==> config.mk <==
export PLATFORM = sky130hd
export DESIGN_NAME = dcc_top
export DESIGN_NICKNAME = d
export VERILOG_FILES = /design/src/dcc_pkg.sv /design/src/dcc_top.sv /design/src/dcc_cmp_chan.sv
export SDC_FILE = /design/constraint.sdc
export NUM_CORES = 1
export LEC_CHECK = 0
export BUFFER_PORTS_ARGS = -buffer_cell sky130_fd_sc_hd__buf_4
export CAP_MARGIN = 15
export CORE_MARGIN = 10
export CORE_UTILIZATION = 47
export CTS_CLUSTER_DIAMETER = 200
export DETAILED_ROUTE_END_ITERATION = 6
export PLACE_DENSITY = 0.91
export SLEW_MARGIN = 20
export SYNTH_ARGS = -nofsm -noshare
export SYNTH_HDL_FRONTEND = slang
export SYNTH_SLANG_ARGS = --single-unit
==> constraint.sdc <==
create_clock -name CORE_CLK -period 2.05 [get_ports CORE_CLK]
set_clock_uncertainty 0.05 [all_clocks]
set_input_delay 0.205 -clock CORE_CLK [delete_from_list [all_inputs] [get_ports CORE_CLK]]
set_output_delay 0.205 -clock CORE_CLK [all_outputs]
set_load 0.005 [all_outputs]
==> src/dcc_pkg.sv <==
// Constants, field positions and carrier types of the dual comparator control block
//
// How it works
// - With idle_stop set and the device in Idle, no interrupt request is raised, yet the comparators stay enabled.
// - Each comparator has a change flag (b at bit 13, a at bit 12) that is set when its output changes state.
// - A comparator works only while its on bit (b at bit 11, a at bit 10) is one; zero disables it.
// - A result drives its pad only while the pad drive bit (b at bit 9, a at bit 8) is one.
// - Result bits (b at bit 7, a at bit 6) read one when plus exceeds minus, reversed while inverted.
// - The invert bit (b at bit 5, a at bit 4) flips the result before status, change detection and pad.
// - The minus select bit (b at bit 3, a at bit 1) routes the plus pin to the minus input when one, else the minus pin.
// - The plus select bit (b at bit 2, a at bit 0) connects the plus pin when one, else the internal reference.
// - Inputs are chosen among the four dedicated pins and the shared internal reference level.
`default_nettype none

package dcc_pkg;

  localparam logic [3:0]  CTRL_OFFSET  = 4'h0;
  localparam logic [15:0] CTRL_RESET   = 16'h0000;

  localparam int IDLE_STOP_BIT = 15;
  localparam int B_FLAG_BIT    = 13;
  localparam int A_FLAG_BIT    = 12;
  localparam int B_ON_BIT      = 11;
  localparam int A_ON_BIT      = 10;
  localparam int B_PAD_BIT     = 9;
  localparam int A_PAD_BIT     = 8;
  localparam int B_RESULT_BIT  = 7;
  localparam int A_RESULT_BIT  = 6;
  localparam int B_INV_BIT     = 5;
  localparam int A_INV_BIT     = 4;
  localparam int B_MINUS_BIT   = 3;
  localparam int B_PLUS_BIT    = 2;
  localparam int A_MINUS_BIT   = 1;
  localparam int A_PLUS_BIT    = 0;

  // Analog input routing for one comparator
  typedef struct packed {
    logic plus_from_pin;
    logic minus_from_plus;
  } dcc_mux_t;

  // Software-writable configuration bits
  typedef struct packed {
    logic idle_stop;
    logic b_on;
    logic a_on;
    logic b_pad;
    logic a_pad;
    logic b_inv;
    logic a_inv;
    logic b_minus;
    logic b_plus;
    logic a_minus;
    logic a_plus;
  } dcc_ctl_t;

  localparam dcc_ctl_t CTL_RESET = 11'h000;

  // Bus answer latency: the slave answers on the second edge of a request
  localparam int BUS_WAIT_CYCLES = 1;

endpackage

`default_nettype wire

==> src/dcc_top.sv <==
// Dual comparator control block: Avalon-MM register, flags, pad and mux control
//
// The implementer's own choices: the Avalon-MM register port and the address map.
`default_nettype none

module dcc_top (
  input  wire logic            CORE_CLK,
  input  wire logic            RESETN,
  input  wire logic [3:0]      AVS_ADDRESS,
  input  wire logic            AVS_READ,
  input  wire logic            AVS_WRITE,
  input  wire logic [31:0]     AVS_WRITEDATA,
  input  wire logic [3:0]      AVS_BYTEENABLE,
  output logic      [31:0]     AVS_READDATA,
  output logic                 AVS_WAITREQUEST,
  input  wire logic            IDLE_MODE,
  input  wire logic            CMP_A_RAW,
  input  wire logic            CMP_B_RAW,
  output logic                 CMP_A_POWER,
  output logic                 CMP_B_POWER,
  output dcc_pkg::dcc_mux_t    CMP_A_MUX,
  output dcc_pkg::dcc_mux_t    CMP_B_MUX,
  output logic                 CMP_A_PAD_OUT,
  output logic                 CMP_A_PAD_OE_N,
  output logic                 CMP_B_PAD_OUT,
  output logic                 CMP_B_PAD_OE_N,
  output logic                 CMP_IRQ
);

  ////////////////////////////////////////////////////////////////////////////
  // Helpers

  // Merge a bus write into the writable configuration under byte enables
  function automatic dcc_pkg::dcc_ctl_t ctl_merge(
    input dcc_pkg::dcc_ctl_t old,
    input logic [15:0]       d,
    input logic [1:0]        be
  );
    dcc_pkg::dcc_ctl_t n;
    n = old;
    if (be[1]) begin
      n.idle_stop = d[dcc_pkg::IDLE_STOP_BIT];
      n.b_on      = d[dcc_pkg::B_ON_BIT];
      n.a_on      = d[dcc_pkg::A_ON_BIT];
      n.b_pad     = d[dcc_pkg::B_PAD_BIT];
      n.a_pad     = d[dcc_pkg::A_PAD_BIT];
    end
    if (be[0]) begin
      n.b_inv   = d[dcc_pkg::B_INV_BIT];
      n.a_inv   = d[dcc_pkg::A_INV_BIT];
      n.b_minus = d[dcc_pkg::B_MINUS_BIT];
      n.b_plus  = d[dcc_pkg::B_PLUS_BIT];
      n.a_minus = d[dcc_pkg::A_MINUS_BIT];
      n.a_plus  = d[dcc_pkg::A_PLUS_BIT];
    end
    return n;
  endfunction

  // Software view of the control word; bit 14 reads zero
  function automatic logic [15:0] ctl_image(
    input dcc_pkg::dcc_ctl_t c,
    input logic              fb,
    input logic              fa,
    input logic              rb,
    input logic              ra
  );
    logic [15:0] w;
    w = dcc_pkg::CTRL_RESET;
    w[dcc_pkg::IDLE_STOP_BIT] = c.idle_stop;
    w[dcc_pkg::B_FLAG_BIT]    = fb;
    w[dcc_pkg::A_FLAG_BIT]    = fa;
    w[dcc_pkg::B_ON_BIT]      = c.b_on;
    w[dcc_pkg::A_ON_BIT]      = c.a_on;
    w[dcc_pkg::B_PAD_BIT]     = c.b_pad;
    w[dcc_pkg::A_PAD_BIT]     = c.a_pad;
    w[dcc_pkg::B_RESULT_BIT]  = rb;
    w[dcc_pkg::A_RESULT_BIT]  = ra;
    w[dcc_pkg::B_INV_BIT]     = c.b_inv;
    w[dcc_pkg::A_INV_BIT]     = c.a_inv;
    w[dcc_pkg::B_MINUS_BIT]   = c.b_minus;
    w[dcc_pkg::B_PLUS_BIT]    = c.b_plus;
    w[dcc_pkg::A_MINUS_BIT]   = c.a_minus;
    w[dcc_pkg::A_PLUS_BIT]    = c.a_plus;
    return w;
  endfunction

  ////////////////////////////////////////////////////////////////////////////
  // Declarations

  dcc_pkg::dcc_ctl_t ctl_reg;
  dcc_pkg::dcc_ctl_t ctl_next;
  logic              ack_reg;
  logic [15:0]       rdata_reg;
  logic              a_flag_reg;
  logic              a_flag_next;
  logic              b_flag_reg;
  logic              b_flag_next;
  logic              a_oe_n_reg;
  logic              b_oe_n_reg;
  logic              irq_reg;
  logic              irq_next;
  logic              req;
  logic              hit;
  logic              wr_take;
  logic              a_clr;
  logic              b_clr;
  logic              a_result;
  logic              b_result;
  logic              a_change;
  logic              b_change;
  logic              irq_block;

  ////////////////////////////////////////////////////////////////////////////
  // Comparator channels

  dcc_cmp_chan u_chan_a (
    .clk    (CORE_CLK),
    .rst_n  (RESETN),
    .raw    (CMP_A_RAW),
    .on     (ctl_reg.a_on),
    .invert (ctl_reg.a_inv),
    .result (a_result),
    .change (a_change)
  );

  dcc_cmp_chan u_chan_b (
    .clk    (CORE_CLK),
    .rst_n  (RESETN),
    .raw    (CMP_B_RAW),
    .on     (ctl_reg.b_on),
    .invert (ctl_reg.b_inv),
    .result (b_result),
    .change (b_change)
  );

  ////////////////////////////////////////////////////////////////////////////
  // Avalon-MM slave: one wait cycle, then the answer

  assign req             = AVS_READ | AVS_WRITE;
  assign AVS_WAITREQUEST = req & ~ack_reg;
  assign wr_take         = AVS_WRITE & ~AVS_WAITREQUEST & hit;

  always_comb begin
    if (AVS_ADDRESS == dcc_pkg::CTRL_OFFSET) begin
      hit = 1'b1;
    end else begin
      hit = 1'b0;
    end
  end

  always_ff @(posedge CORE_CLK or negedge RESETN) begin
    if (!RESETN) begin
      ack_reg <= 1'b0;
    end else begin
      ack_reg <= req & ~ack_reg;
    end
  end

  // Read data is captured one edge early so it stands at the accepting edge
  always_ff @(posedge CORE_CLK or negedge RESETN) begin
    if (!RESETN) begin
      rdata_reg <= dcc_pkg::CTRL_RESET;
    end else if (AVS_READ && !ack_reg) begin
      if (hit) begin
        rdata_reg <= ctl_image(ctl_reg, b_flag_reg, a_flag_reg, b_result, a_result);
      end else begin
        rdata_reg <= dcc_pkg::CTRL_RESET;
      end
    end
  end

  assign AVS_READDATA = {16'h0000, rdata_reg};

  ////////////////////////////////////////////////////////////////////////////
  // Configuration bits

  always_comb begin
    if (wr_take) begin
      ctl_next = ctl_merge(ctl_reg, AVS_WRITEDATA[15:0], AVS_BYTEENABLE[1:0]);
    end else begin
      ctl_next = ctl_reg;
    end
  end

  always_ff @(posedge CORE_CLK or negedge RESETN) begin
    if (!RESETN) begin
      ctl_reg <= dcc_pkg::CTL_RESET;
    end else begin
      ctl_reg <= ctl_next;
    end
  end

  // Idle only blocks the request; the comparators keep running
  assign CMP_A_POWER = ctl_reg.a_on;
  assign CMP_B_POWER = ctl_reg.b_on;

  // Plus side: pin or internal reference; minus side: minus pin or plus pin
  assign CMP_A_MUX.plus_from_pin   = ctl_reg.a_plus;
  assign CMP_A_MUX.minus_from_plus = ctl_reg.a_minus;
  assign CMP_B_MUX.plus_from_pin   = ctl_reg.b_plus;
  assign CMP_B_MUX.minus_from_plus = ctl_reg.b_minus;

  ////////////////////////////////////////////////////////////////////////////
  // Change flags: a hardware set beats a software clear in the same cycle

  assign a_clr = wr_take & AVS_BYTEENABLE[1] & ~AVS_WRITEDATA[dcc_pkg::A_FLAG_BIT];
  assign b_clr = wr_take & AVS_BYTEENABLE[1] & ~AVS_WRITEDATA[dcc_pkg::B_FLAG_BIT];

  always_comb begin
    a_flag_next = a_change | (a_flag_reg & ~a_clr);
    b_flag_next = b_change | (b_flag_reg & ~b_clr);
  end

  always_ff @(posedge CORE_CLK or negedge RESETN) begin
    if (!RESETN) begin
      a_flag_reg <= 1'b0;
      b_flag_reg <= 1'b0;
    end else begin
      a_flag_reg <= a_flag_next;
      b_flag_reg <= b_flag_next;
    end
  end

  ////////////////////////////////////////////////////////////////////////////
  // Pads; the pin mapping outside must be set up before drive is enabled

  always_ff @(posedge CORE_CLK or negedge RESETN) begin
    if (!RESETN) begin
      a_oe_n_reg <= 1'b1;
      b_oe_n_reg <= 1'b1;
    end else begin
      a_oe_n_reg <= ~(ctl_next.a_pad & ctl_next.a_on);
      b_oe_n_reg <= ~(ctl_next.b_pad & ctl_next.b_on);
    end
  end

  assign CMP_A_PAD_OUT  = a_result;
  assign CMP_B_PAD_OUT  = b_result;
  assign CMP_A_PAD_OE_N = a_oe_n_reg;
  assign CMP_B_PAD_OE_N = b_oe_n_reg;

  ////////////////////////////////////////////////////////////////////////////
  // Interrupt request

  assign irq_block = ctl_reg.idle_stop & IDLE_MODE;

  always_comb begin
    irq_next = (a_flag_reg | b_flag_reg) & ~irq_block;
  end

  always_ff @(posedge CORE_CLK or negedge RESETN) begin
    if (!RESETN) begin
      irq_reg <= 1'b0;
    end else begin
      irq_reg <= irq_next;
    end
  end

  assign CMP_IRQ = irq_reg;

  ////////////////////////////////////////////////////////////////////////////
  // Checks

  a_idle_blocks: assert property (@(posedge CORE_CLK) disable iff (!RESETN)
    (ctl_reg.idle_stop && IDLE_MODE) |=> !CMP_IRQ) else $error("interrupt raised in idle stop");

  a_idle_keeps_on: assert property (@(posedge CORE_CLK) disable iff (!RESETN)
    (IDLE_MODE && ctl_reg.a_on && !wr_take) |=> CMP_A_POWER) else $error("idle powered a comparator down");

  a_flag_sets: assert property (@(posedge CORE_CLK) disable iff (!RESETN)
    (a_change || b_change) |=> (a_flag_reg || b_flag_reg)) else $error("change did not set a flag");

  a_flag_sticky: assert property (@(posedge CORE_CLK) disable iff (!RESETN)
    (a_flag_reg && !a_clr) |=> a_flag_reg) else $error("flag dropped without a clear");

  a_flag_clear: assert property (@(posedge CORE_CLK) disable iff (!RESETN)
    (b_clr && !b_change) |=> !b_flag_reg) else $error("flag clear ignored");

  a_irq_request: assert property (@(posedge CORE_CLK) disable iff (!RESETN)
    ((a_flag_reg || b_flag_reg) && !irq_block) |=> CMP_IRQ) else $error("flag did not request");

  a_pad_enable: assert property (@(posedge CORE_CLK) disable iff (!RESETN)
    (ctl_reg.b_pad && ctl_reg.b_on) ##1 (ctl_reg.b_pad && ctl_reg.b_on) |-> !CMP_B_PAD_OE_N)
    else $error("pad not driven");

  a_pad_release: assert property (@(posedge CORE_CLK) disable iff (!RESETN)
    !ctl_reg.a_pad ##1 !ctl_reg.a_pad |-> CMP_A_PAD_OE_N) else $error("pad driven while disabled");

  a_minus_route: assert property (@(posedge CORE_CLK) disable iff (!RESETN)
    (wr_take && AVS_BYTEENABLE[0]) |=>
    CMP_A_MUX.minus_from_plus == $past(AVS_WRITEDATA[dcc_pkg::A_MINUS_BIT])) else $error("minus route wrong");

  a_plus_route: assert property (@(posedge CORE_CLK) disable iff (!RESETN)
    (wr_take && AVS_BYTEENABLE[0]) |=>
    CMP_B_MUX.plus_from_pin == $past(AVS_WRITEDATA[dcc_pkg::B_PLUS_BIT])) else $error("plus route wrong");

  a_bus_answer: assert property (@(posedge CORE_CLK) disable iff (!RESETN)
    (req && AVS_WAITREQUEST) |=> !AVS_WAITREQUEST) else $error("bus answer late");

endmodule

`default_nettype wire

==> src/dcc_cmp_chan.sv <==
// One comparator channel: synchroniser, inversion, enable gating and change detect
`default_nettype none

module dcc_cmp_chan (
  input  wire logic clk,
  input  wire logic rst_n,
  input  wire logic raw,
  input  wire logic on,
  input  wire logic invert,
  output logic      result,
  output logic      change
);

  logic sync1_reg;
  logic sync2_reg;
  logic result_reg;
  logic result_next;
  logic prev_reg;

  ////////////////////////////////////////////////////////////////////////////
  // Raw decision is asynchronous, so it is only ever seen after two flops
  always_ff @(posedge clk or negedge rst_n) begin
    if (!rst_n) begin
      sync1_reg <= 1'b0;
      sync2_reg <= 1'b0;
    end else begin
      sync1_reg <= raw;
      sync2_reg <= sync1_reg;
    end
  end

  // A disabled comparator reports zero
  always_comb begin
    result_next = on ? (sync2_reg ^ invert) : 1'b0;
  end

  always_ff @(posedge clk or negedge rst_n) begin
    if (!rst_n) begin
      result_reg <= 1'b0;
    end else begin
      result_reg <= result_next;
    end
  end

  always_ff @(posedge clk or negedge rst_n) begin
    if (!rst_n) begin
      prev_reg <= 1'b0;
    end else begin
      prev_reg <= result_reg;
    end
  end

  // Toggling invert also counts as a change, since the flip happens before the detector
  assign change = on & (result_reg ^ prev_reg);
  assign result = result_reg;

  ////////////////////////////////////////////////////////////////////////////
  a_off_quiet: assert property (@(posedge clk) disable iff (!rst_n)
    !on |=> !result_reg) else $error("disabled comparator shows a result");

  a_off_no_change: assert property (@(posedge clk) disable iff (!rst_n)
    !on ##1 !on ##1 !on |-> !(result_reg ^ prev_reg)) else $error("disabled comparator flags a change");

  a_result_plain: assert property (@(posedge clk) disable iff (!rst_n)
    (on && !invert && raw) [*4] |-> result_reg) else $error("result does not follow raw");

  a_result_inv: assert property (@(posedge clk) disable iff (!rst_n)
    (on && invert && raw) [*4] |-> !result_reg) else $error("inverted result wrong");

  a_sync_depth: assert property (@(posedge clk) disable iff (!rst_n)
    $rose(sync2_reg) |-> $past(raw, 2)) else $error("synchroniser depth wrong");

endmodule

`default_nettype wire

==> qor.yml <==
sta:
  maxSlewHeadroom_pct: 56.9
  max_freq_mhz: 712
  finalMaxSlewViolations: 0
  setup_viol: 0
  tightest_slew_ns: 0.646
  hold_viol: 0
  rsz0062_at_grt: "false"
  fin_crit_ns: 1.41
  setup-tns-final_ns: 0
  post-route-period-util_pct: 68.5
synth:
  ys_ff_latch: 40
  synth_area_leaders: "dfrtp_1, buf_4, a22o_1"
  ys_types: 20
  synth_warnings: 0
  synth_area_um2: 1670
  yosysTopAreaCellShare_pct: 56.9
  synth_area_per_cell_um2: 14.0
  yosys.area.top_type: "dfrtp_1"
  synth_cells: 119
  synth_seq_area_share_pct: 60.1
cts:
  htree_levels: 2
  cts_root_buffer: "clkbuf_4"
  clkLatencyLatePin_ns: 0.34
  cts_made_buffers: 5
  cts_tree: "yes"
  postCtsSetupBuffers: 0
  cts_resized: 0
  max-clock-path-buffers: 2
  cts.sinks: 40
  cts.clk_slew.worst_paths_ns: 0.11
critical_path:
  critPathArrivalTime_ns: 1.58
  worstPathMaxFanout: 8
  start_kind: "flip-flop"
  crit_required_ns: 2.23
  r2r-start: "ack_reg"
  critical_path_class: "flip-flop to flip-flop"
  worstReg2RegEnd: "ctl_reg[6]"
  reg2reg_slack_ns: 0.64
  rr_worst_depth: 2
  crit_path_end_kind: "flip-flop"
global_route:
  antenna_found_initial: 0
  grt_pass1_vias: 1194
  grt_max_degree: 41
  overflow: 0
  grt_util_all_layers_pct: 11.8
  grt_pass1_wl_um: 5890
job:
  cap_violations: 0
power:
  powerDensity_nw_per_um2: 716
  p_leak_uw: 0.00110
  ir_drop_mv: 0.406
  fin_total_pwr_uw: 1490
die:
  fp.dieArea_um2: 6340
  die_width_um: 79.6
  io_pins: 91
  core_area_um2: 3390
  start_util_pct: 49.3
  die_h_um: 79.6
  rows: 21
placed_design:
  dpl_cell_area_um2: 1980
  port-buffer-count: 52
  gp_congestion: 0.730
  dp_cells: 208
  dp_hpwl_um: 2820
layout:
  area_growth_pct: 24.8
  num_antenna_cells: 0
  instances_no_fill: 220
  fin_area_um2: 2080
  largest_reg_flops: 15
  nets: 220
  layout-drive-gt1-share_pct: 44.8
outcome:
  status: "completed"
drt:
  drc: 0
  drt_iter0_markers: 83
  via_per_inst: 4.83
  wl_per_cell_um: 16.4
  first_pass_iters: 4
  wl_um: 3600
  vias: 1063
  antenna_left: 0
min_path:
  hold_depth: 2
  min_to: "ctl_reg[10]"
  min_path_type: "input pin to flip-flop"
  worstHoldStart: "AVS_WRITEDATA[15]"
layout make-up:
class                   count  area [um2]
fillers                   276        1310
flip-flops and latches     40        1000
multi-input cells          67         517
repair buffers             57         438
well taps                  46        57.6
clock buffers               6        51.3
clock inverters             2        10.0
inverters                   2        7.51
power by group:
| group | internal, uW | switching (uW) | total [uW] | leakage, uW |
|---|---|---|---|---|
| Clock | 163 | 243 | 406 | 0.0000380 |
| Combinational | 120 | 78.1 | 198 | 0.000550 |
| Sequential | 842 | 45.8 | 888 | 0.000517 |
critical path, stage by stage, from the launching register on:
cell and delay (ns):
dfrtp_1 0.40, and4_1 0.51, mux2_4 0.34
cell usage in the layout, fill, tap and decap left out:
cell           synthesis  layout
a22o_1                15      15
a22oi_1                3       3
and2_1                 2       2
and3b_2                1       1
and4_1                 2       2
buf_4                 22      53
clkbuf_4               0       5
clkbuf_8               0       1
clkinv_2               0       2
conb_1                 1      17
dfrtp_1               38      38
dfstp_2                2       2
dlygate4sd3_1          0       4
inv_1                  2       2
mux2_2                 6       6
mux2_4                 7       7
nand2_1                4       4
nand2b_1               1       1
nor2_1                 2       2
nor4_2                 1       1
o21ai_0                2       2
xor2_1                 4       4
worst max-delay path by stage:
| stage | from | end | slack [ns] |
|---|---|---|---|
| 2_1_floorplan | AVS_ADDRESS[3] | CMP_A_POWER | 0.73 |
| 3_3_place_gp | AVS_ADDRESS[3] | ctl_reg[7] | 0.37 |
| 4_1_cts | ack_reg | rdata_reg[6] | 0.62 |
| 3_5_place_dp | AVS_ADDRESS[3] | ctl_reg[7] | 0.31 |
| 6_report | ack_reg | ctl_reg[6] | 0.64 |
| 5_1_grt | ack_reg | ctl_reg[6] | 0.58 |
cell usage after synthesis:
library cell	n
a22o_1	15
a22oi_1	3
and2_1	2
and3b_2	1
and4_1	2
buf_4	22
buf_6	3
clkbuf_1	1
conb_1	1
dfrtp_1	38
dfstp_2	2
inv_1	2
mux2_2	6
mux2_4	7
nand2_1	4
nand2b_1	1
nor2_1	2
nor4_2	1
o21ai_0	2
xor2_1	4
routing by layer:
layer  track usage, %  vias up  share of wire (%)  routed length (um)
met5                0        -                  0                   0
met4             3.76        0                1.2                  43
met3             6.64        7                 13                 454
met2             19.7       52                 48                1710
met1             12.1      523                 38                1380
li1                 -      481                  -                   -
through the flow:
step	util [%]	setup WS, ns	hold WS, ns
global placement	58.5	0.369	0.139
floorplan	-	0.727	-0.141
global route	61.5	0.577	0.0214
detailed placement	58.5	0.313	0.152
finish	61.5	0.645	0.0403
CTS	61.5	0.623	0.0275
logic make-up after synthesis:
kind of cell,count (synthesis),share of synthesized area [%]
AOI/OAI and AO/OA,20,9.81
xor gates and xnor gates,4,2.10
buffers and inverters,28,12.6
DFF,40,60.1
muxes,13,10.3
other,1,0.225
and+or+nand+nor,13,4.87
what timing repair did:
action	in CTS	in global routing
setup endpoints to repair	0	0
hold buffers	4	0
endpoints found under the hold margin	41	0
No activity file was read; power rests on OpenSTA's default activity.
